$ cat src/verilog/ahts_defs.svh
// register offsets, field positions, reset values and counts of the trigger-wait sequencer
`ifndef AHTS_DEFS_SVH
`define AHTS_DEFS_SVH
`define AHTS_OFF_CTRL 12'h000
`define AHTS_OFF_CHSEL 12'h004
`define AHTS_OFF_RESULT 12'h008
`define AHTS_OFF_ISTAT 12'h00C
`define AHTS_OFF_IMASK 12'h010
`define AHTS_OFF_STATUS 12'h014
`define AHTS_CTRL_EN 0
`define AHTS_CTRL_START 1
`define AHTS_CTRL_SCAN 2
`define AHTS_CTRL_CONT 3
`define AHTS_IRQ_END 0
`define AHTS_ST_PWR 4
`define AHTS_ST_IDX 2
`define AHTS_RST_CHSEL 32'h0000_0000
`define AHTS_RST_MASK 1'h0
`define AHTS_SCAN_LAST 2'h3
`endif

$ cat src/verilog/ahts_pkg.sv
// types of the trigger-wait sequencer
package ahts_pkg;
    typedef enum logic [1:0] {
        AHTS_STOP,
        AHTS_WAIT,
        AHTS_CONV
    } ahts_state_t;
    typedef struct packed {
        logic cont;
        logic scan;
        logic en;
    } ahts_ctrl_t;
    typedef struct packed {
        logic start;
        logic abort;
    } ahts_cmd_t;
endpackage : ahts_pkg

$ cat src/verilog/ahts_seq.sv
// hardware-trigger wait sequencer of the converter, with APB registers
`timescale 1ns/1ps
`include "ahts_defs.svh"
module ahts_seq
    import ahts_pkg::*;
#(
    parameter int CH_W = 5,
    parameter int RES_W = 12
) (
    input wire logic mclk, // 200 MHz clock
    input wire logic rst_b, // async reset, low
    input wire logic psel, // apb select
    input wire logic penable, // apb enable
    input wire logic pwrite, // apb direction
    input wire logic [11:0] paddr, // apb byte address
    input wire logic [31:0] pwdata, // apb write data
    output logic [31:0] prdata, // apb read data
    output logic pready, // apb ready
    output logic pslverr, // apb error, unmapped
    input wire logic hwTrig, // trigger pin
    input wire logic convDone, // core conversion finished
    input wire logic [RES_W-1:0] convData, // core result
    output logic convStart, // start core on convChan
    output logic convAbort, // abort running conversion
    output logic [CH_W-1:0] convChan, // channel for core
    output logic convPower, // core running, low in stop and wait
    output logic convEndIrq, // end-of-conversion pulse
    output logic irq // masked interrupt level
);
    ahts_state_t state_q, state_d;
    ahts_ctrl_t ctrl_q;
    ahts_cmd_t cmd_d;
    logic start_q, start_d;
    logic [1:0] idx_q, idx_d;
    logic [CH_W-1:0] chsel_q;
    logic [RES_W-1:0] result_q;
    logic stat_q, mask_q;
    logic trigS1_q, trigS2_q, trigPrev_q;
    logic pready_q, pslverr_q;
    logic [31:0] prdata_q;
    logic convStart_q, convAbort_q, convPower_q, power_d;
    logic convEndIrq_q, irq_q, endEv;
    logic [CH_W-1:0] convChan_q;

    // apb decode
    wire setupPh = psel & ~penable;
    wire wrAcc = psel & penable & pwrite & pready_q;
    wire hitCtrl = paddr == `AHTS_OFF_CTRL;
    wire hitChsel = paddr == `AHTS_OFF_CHSEL;
    wire hitResult = paddr == `AHTS_OFF_RESULT;
    wire hitIstat = paddr == `AHTS_OFF_ISTAT;
    wire hitImask = paddr == `AHTS_OFF_IMASK;
    wire hitStatus = paddr == `AHTS_OFF_STATUS;
    wire hitAny = hitCtrl | hitChsel | hitResult | hitIstat | hitImask | hitStatus;
    wire wrCtrl = wrAcc & hitCtrl;
    wire wrChsel = wrAcc & hitChsel;
    wire wrIstat = wrAcc & hitIstat;
    wire wrImask = wrAcc & hitImask;

    // control values as they stand after this cycle's write
    wire enNext = wrCtrl ? pwdata[`AHTS_CTRL_EN] : ctrl_q.en;
    wire scanNext = wrCtrl ? pwdata[`AHTS_CTRL_SCAN] : ctrl_q.scan;
    wire contNext = wrCtrl ? pwdata[`AHTS_CTRL_CONT] : ctrl_q.cont;
    wire [CH_W-1:0] chselNext = wrChsel ? pwdata[CH_W-1:0] : chsel_q;
    wire startOne = wrCtrl & pwdata[`AHTS_CTRL_START];
    wire startZero = wrCtrl & ~pwdata[`AHTS_CTRL_START];

    // trigger rising edge after the synchroniser
    wire trigEdge = trigS2_q & ~trigPrev_q;
    wire restartEv = trigEdge | wrChsel | startOne;
    wire lastConv = ~scanNext | (idx_q == `AHTS_SCAN_LAST);

    // channel handed to the core: base plus scan position
    wire [CH_W-1:0] idxWide = {{(CH_W-2){1'b0}}, idx_d};
    wire [CH_W-1:0] chanNext = scanNext ? CH_W'(chselNext + idxWide) : chselNext;

    // read mux
    wire [31:0] ctrlRd = {28'h0000000, ctrl_q.cont, ctrl_q.scan, start_q, ctrl_q.en};
    wire [31:0] statusRd = {27'h0000000, convPower_q, idx_q, state_q};
    wire [31:0] rdMux = hitCtrl ? ctrlRd
        : hitChsel ? 32'(chsel_q)
        : hitResult ? 32'(result_q)
        : hitIstat ? {31'h00000000, stat_q}
        : hitImask ? {31'h00000000, mask_q}
        : hitStatus ? statusRd
        : 32'h0000_0000;

    always_comb begin
        state_d = state_q;
        start_d = start_q;
        idx_d = idx_q;
        power_d = convPower_q;
        cmd_d = '0;
        endEv = 1'b0;
        case (state_q)
            AHTS_STOP: begin
                start_d = 1'b0;
                power_d = 1'b0;
                if (enNext) begin
                    state_d = AHTS_WAIT;
                end
            end
            AHTS_WAIT: begin
                power_d = 1'b0;
                start_d = 1'b0;
                if (!enNext) begin
                    state_d = AHTS_STOP;
                end else if (trigEdge) begin
                    state_d = AHTS_CONV;
                    start_d = 1'b1;
                    idx_d = 2'h0;
                    power_d = 1'b1;
                    cmd_d.start = 1'b1;
                end
            end
            AHTS_CONV: begin
                if (!enNext) begin
                    state_d = AHTS_STOP;
                    start_d = 1'b0;
                    power_d = 1'b0;
                    cmd_d.abort = 1'b1;
                end else if (startZero) begin
                    state_d = AHTS_WAIT;
                    start_d = 1'b0;
                    power_d = 1'b0;
                    cmd_d.abort = 1'b1;
                end else if (restartEv) begin
                    idx_d = 2'h0;
                    cmd_d.abort = 1'b1;
                    cmd_d.start = 1'b1;
                end else if (convDone) begin
                    endEv = 1'b1;
                    if (!lastConv) begin
                        idx_d = 2'(idx_q + 2'h1);
                        cmd_d.start = 1'b1;
                    end else if (contNext) begin
                        idx_d = 2'h0;
                        cmd_d.start = 1'b1;
                    end else begin
                        state_d = AHTS_WAIT;
                        start_d = 1'b0;
                        power_d = 1'b0;
                        idx_d = 2'h0;
                    end
                end
            end
            default: begin
                state_d = AHTS_STOP;
            end
        endcase
    end

    // sequencer state
    always_ff @(posedge mclk or negedge rst_b) begin
        if (!rst_b) begin
            state_q <= AHTS_STOP;
            start_q <= 1'b0;
            idx_q <= 2'h0;
            convPower_q <= 1'b0;
        end else begin
            state_q <= state_d;
            start_q <= start_d;
            idx_q <= idx_d;
            convPower_q <= power_d;
        end
    end

    // core commands and end pulse
    always_ff @(posedge mclk or negedge rst_b) begin
        if (!rst_b) begin
            convStart_q <= 1'b0;
            convAbort_q <= 1'b0;
            convChan_q <= '0;
            convEndIrq_q <= 1'b0;
        end else begin
            convStart_q <= cmd_d.start;
            convAbort_q <= cmd_d.abort;
            convEndIrq_q <= endEv;
            if (cmd_d.start) begin
                convChan_q <= chanNext;
            end
        end
    end

    // result store
    always_ff @(posedge mclk or negedge rst_b) begin
        if (!rst_b) begin
            result_q <= '0;
        end else if (endEv) begin
            result_q <= convData;
        end
    end

    // trigger synchroniser and edge history
    always_ff @(posedge mclk or negedge rst_b) begin
        if (!rst_b) begin
            trigS1_q <= 1'b0;
            trigS2_q <= 1'b0;
            trigPrev_q <= 1'b0;
        end else begin
            trigS1_q <= hwTrig;
            trigS2_q <= trigS1_q;
            trigPrev_q <= trigS2_q;
        end
    end

    // software-written registers
    always_ff @(posedge mclk or negedge rst_b) begin
        if (!rst_b) begin
            ctrl_q <= '0;
            chsel_q <= CH_W'(`AHTS_RST_CHSEL);
            mask_q <= `AHTS_RST_MASK;
        end else begin
            if (wrCtrl) begin
                ctrl_q.en <= pwdata[`AHTS_CTRL_EN];
                ctrl_q.scan <= pwdata[`AHTS_CTRL_SCAN];
                ctrl_q.cont <= pwdata[`AHTS_CTRL_CONT];
            end
            if (wrChsel) begin
                chsel_q <= pwdata[CH_W-1:0];
            end
            if (wrImask) begin
                mask_q <= pwdata[`AHTS_IRQ_END];
            end
        end
    end

    // sticky status, set wins over write-one clear
    always_ff @(posedge mclk or negedge rst_b) begin
        if (!rst_b) begin
            stat_q <= 1'b0;
            irq_q <= 1'b0;
        end else begin
            stat_q <= endEv | (stat_q & ~(wrIstat & pwdata[`AHTS_IRQ_END]));
            irq_q <= stat_q & mask_q;
        end
    end

    // apb answer: one wait-free access phase
    always_ff @(posedge mclk or negedge rst_b) begin
        if (!rst_b) begin
            pready_q <= 1'b0;
            pslverr_q <= 1'b0;
            prdata_q <= 32'h0000_0000;
        end else begin
            pready_q <= setupPh;
            pslverr_q <= setupPh & ~hitAny;
            prdata_q <= (setupPh & ~pwrite) ? rdMux : 32'h0000_0000;
        end
    end

    assign prdata = prdata_q;
    assign pready = pready_q;
    assign pslverr = pslverr_q;
    assign convStart = convStart_q;
    assign convAbort = convAbort_q;
    assign convChan = convChan_q;
    assign convPower = convPower_q;
    assign convEndIrq = convEndIrq_q;
    assign irq = irq_q;

    wire inConv = state_q == AHTS_CONV;
    wire quietConv = inConv & enNext & ~startZero & ~restartEv;
endmodule : ahts_seq

$ cat config.mk
export PLATFORM = sky130hd
export DESIGN_NAME = ahts_seq
export DESIGN_NICKNAME = d
export VERILOG_FILES = /design/src/verilog/ahts_pkg.sv /design/src/verilog/ahts_seq.sv
export VERILOG_INCLUDE_DIRS = /design/src /design/src/verilog
export SDC_FILE = /design/constraint.sdc
export NUM_CORES = 1
export LEC_CHECK = 0
export BUFFER_PORTS_ARGS = -buffer_cell sky130_fd_sc_hd__buf_2
export CAP_MARGIN = 20
export CORE_AREA = 2 2 95 69
export DETAILED_ROUTE_END_ITERATION = 7
export DIE_AREA = 0 0 97 71
export PLACE_DENSITY = 0.79
export SYNTH_ARGS = -nofsm -noshare
export SYNTH_HDL_FRONTEND = slang
export SYNTH_SLANG_ARGS = --single-unit
$ cat constraint.sdc
create_clock -name mclk -period 9.19 [get_ports mclk]
set_input_delay 0 -clock mclk [delete_from_list [all_inputs] [get_ports mclk]]
set_output_delay 0 -clock mclk [all_outputs]
set_load 0.1 [all_outputs]
==> impl_metrics.csv <==
group,metric,value,unit
route,detail_route.wl_per_cell,14.4,um
worst_setup_path,required,9.42,ns
placed_design,numPortBuffers,59,
worst_setup_path,crit_chain,"nand4_1 -> or4_1 -> nor3_1 -> nor2_1 -> a221oi_1 -> a21oi_1 -> ha_1 -> inv_1 -> fa_1 -> nand2b_1 -> xnor2_1 -> nand2_1 -> o311ai_0 -> o221ai_1 -> mux2i_1",
synthesis,async_flop_share,100,%
power,swShare,32.3,%
power,power_frac_clock,27.0,%
power,power.total,0.469,mW
power,leakage,1.72,nW
sta,fin_tns_setup,0,ns
clock_network,clock-sinks,53,
route,num_vias,2197,
placed_design,place_congestion,0.954,
synthesis,syn_inst,274,
floorplanning,io-pin-count,107,
grt,grt_max_degree,54,
final_layout,fillers,548,
placed_design,placed_cells,399,
final_layout,final_nets,417,
worst_setup_path,crit_type,"reg -> reg",
sta,min_period,3.94,ns
synthesis,synth.avg_cell_area,10.6,sq um
floorplanning,rows,24,
final_layout,fin_cells,425,
route,drtIter0Drc,106,
synthesis,yosysUniqueCellTypes,57,
clock_network,cts_tree,"built",
clock_network,cts_buffer_depth,2,
sta,fin_crit_sh,42.9,%
power,seq_power_share,51.4,%
sta,slew_violations,0,
worst_setup_path,crit_path_end_kind,"flop",
sta,skew,0.0129,ns
placed_design,dp_hpwl,4450,um
final_layout,mostFrequentLayoutCells,"59 x buf_2, 53 x dfrtp_1, 20 x conb_1, 19 x inv_1",
power,p_switching,0.151,mW
worst_setup_path,r2r_cells,15,
clock_network,cts_max_level,2,
worst_setup_path,worst_setup_path_start_kind,"flop",
route,drt-total-wl,6110,um
floorplanning,die_width,97,um
worst_setup_path,reg2reg_from,"pready",
power,pwr-share-comb,21.6,%
worst_setup_path,worst_path_largest_cell_delay,0.77,ns
worst_setup_path,path_buf_inv,1,
worst_setup_path,r2r_setup_slack,5.25,ns
worst_setup_path,r2r_end,"convChan[2]",
clock_network,cts_buffers,5,
synthesis,synth.area.top_cells,"dfrtp_1 46%, mux2_2 7.0%, buf_4 5.2%",
grt,grt_use_total,18.6,%
floorplanning,start_util,48.1,%
worst_setup_path,critPathSlowestCell,"or4_1",
worst_setup_path,crit_end,"convChan[2]",
grt,grt_pass1_vias,2097,
sta,setup_viol,0,
route,first_pass_iters,4,
synthesis,synth_enable_flop_cells,0,
grt,antenna_found_initial,0,
worst_setup_path,crit_fanout,9,
clock_network,insertion_delay,0.31,ns
sta,hold_viol,0,
sta,maxSlewHeadroom,54.7,%
sta,tightest_slew,0.680,ns
synthesis,synth.largest_area_cell,"dfrtp_1",
sta,max_freq,254,MHz
floorplanning,core-area,6040,sq um
power,powerDensity,137,nW/um^2
worst_setup_path,critPathArrivalTime,4.17,ns
clock_network,path_clk_slew,0.10,ns
sta,rsz0062_at_grt,"false",
final_layout,drive_gt1_share,28.0,%
worst_setup_path,path_delay_family,"simple AND/OR/NAND/NOR gates",
final_layout,layout-area-overhead-vs-synth,18.1,%
synthesis,ys.flop_type,"dfrtp_1",
route,via_per_inst,5.17,
clock_network,cts_root_buf,"clkbuf_8",
grt,grt_pass1_wl,10300,um
status,status,"completed",
power,p_int,0.318,mW
worst_setup_path,startpoint,"pready",
final_layout,num_antenna_cells,0,
synthesis,syn_area,2900,sq um
floorplanning,die_y,71,um
synthesis,synth-seq-area-share,45.7,%
route,antenna_left,0,
worst_setup_path,crit_cells,15,
route,post-route-drc-count,0,
synthesis,netlist.area_leader.share,45.7,%
synthesis,ys_warn_count,0,
floorplanning,die_area,6890,sq um
min_path,hold_class,"in -> reg",
final_layout,layout_commonest_cell,"buf_2",
power,peakVddDrop,0.0574,mV
synthesis,ys_ff_latch,53,
grt,overflow,0,
job,max-cap-violations,0,
## area by class of cell
cell class,instances,area [sq um],area share [%]
repair buffers,79,490,14.3
clock buffers,6,72.6,2.12
flip-flops and latches,53,1330,38.7
inverters,20,75.1,2.19
multi-input cells,187,1350,39.5
clock inverters,2,10.0,0.292
well taps,78,97.6,2.85
## kinds of logic after synthesis
group	share of synthesized area (%)
buf+inv	10.1
mux	12.9
xor+xnor	0.906
other cells	0.129
flops	45.7
simple gates	14.6
fa+ha+maj	3.71
compound gates	12.0
## synthesized netlist by cell type, types with 2 or more instances
cell type,instances
buf_6,2
and2_1,9
nor2b_1,2
or4_1,2
a31oi_1,2
nand2_1,18
inv_1,19
nand3_1,8
or3_1,2
nor2_1,15
nand2b_1,3
nor4_1,2
o31ai_1,2
clkbuf_1,7
o21ai_1,3
dfrtp_1,53
a21o_1,2
a221oi_1,2
buf_2,2
or4_4,2
o21ai_0,4
ha_1,7
buf_4,20
mux2_4,2
a21oi_1,14
xnor2_1,3
mux2_2,18
mux2i_1,13
nor3_1,3
buf_1,2
nand4_1,2
a211oi_1,4
## stage by stage
| step | setup WS, ns | cell area (sq um) | hold WS (ns) | util (%) |
|---|---|---|---|---|
| 2_1_floorplan | 5.18 | 2970 | -0.296 | - |
| 3_3_place_gp | 5.27 | 3160 | 0.111 | 52.4 |
| 3_5_place_dp | 5.14 | 3160 | 0.109 | 52.4 |
| 4_1_cts | 5.25 | 3430 | 0.000844 | 56.8 |
| 5_1_grt | 4.81 | 3430 | 0.0183 | 56.8 |
| 6_report | 5.25 | 3430 | 0.00826 | 56.8 |
## timing repair
action                     4_1_cts  5_1_grt
setup endpoints to repair        0        0
hold buffers                    18        0
resized for setup                0        0
setup buffers                    0        0
hold endpoints to repair        70        0
## power groups by stage
| stage | combinational, mW | clock, mW | sequential (mW) |
|---|---|---|---|
| 2_1_floorplan | 0.0776 | 0 | 0.247 |
| 3_3_place_gp | 0.0928 | 0 | 0.245 |
| 3_5_place_dp | 0.0946 | 0 | 0.246 |
| 4_1_cts | 0.101 | 0.130 | 0.241 |
| 5_1_grt | 0.110 | 0.145 | 0.242 |
| 6_report | 0.101 | 0.127 | 0.241 |
## registers in the layout, summed over array words and instances, names as in the netlist, 2 cells and up
register / count
prdata: 12
ctrlRd: 3
result_q: 12
idx_q: 2
chsel_q: 5
convChan: 5
state_q: 2
## worst register-to-register path: stages, from the launching register on
cell      delay, ns
dfrtp_1        0.35
nand4_1        0.23
or4_1          0.77
nor3_1         0.34
nor2_1         0.07
a221oi_1       0.49
a21oi_1        0.18
ha_1           0.24
inv_1          0.07
fa_1           0.26
nand2b_1       0.15
xnor2_1        0.13
nand2_1        0.07
o311ai_0       0.14
o221ai_1       0.20
mux2i_1        0.18
## per-layer routing
layer	global-route usage [%]	wire length [um]	up-vias
li1	-	-	1056
met1	27.8	2940	1069
met2	27.9	2760	70
met3	4.84	397	2
met4	3.44	19	0
met5	0	0	-
## worst min path at each step
stage | startpoint | slack (ns) | cells after the start | endpoint
2_1_floorplan | rst_b | -0.30 | 0 | chsel_q[0]
3_3_place_gp | hwTrig | 0.11 | 1 | trigS1_q
3_5_place_dp | hwTrig | 0.11 | 1 | trigS1_q
4_1_cts | pwdata[2] | 0.0008 | 3 | chsel_q[2]
5_1_grt | pwdata[2] | 0.02 | 3 | chsel_q[2]
6_report | pwdata[2] | 0.008 | 3 | chsel_q[2]
Power figures use the tool's default switching activity.
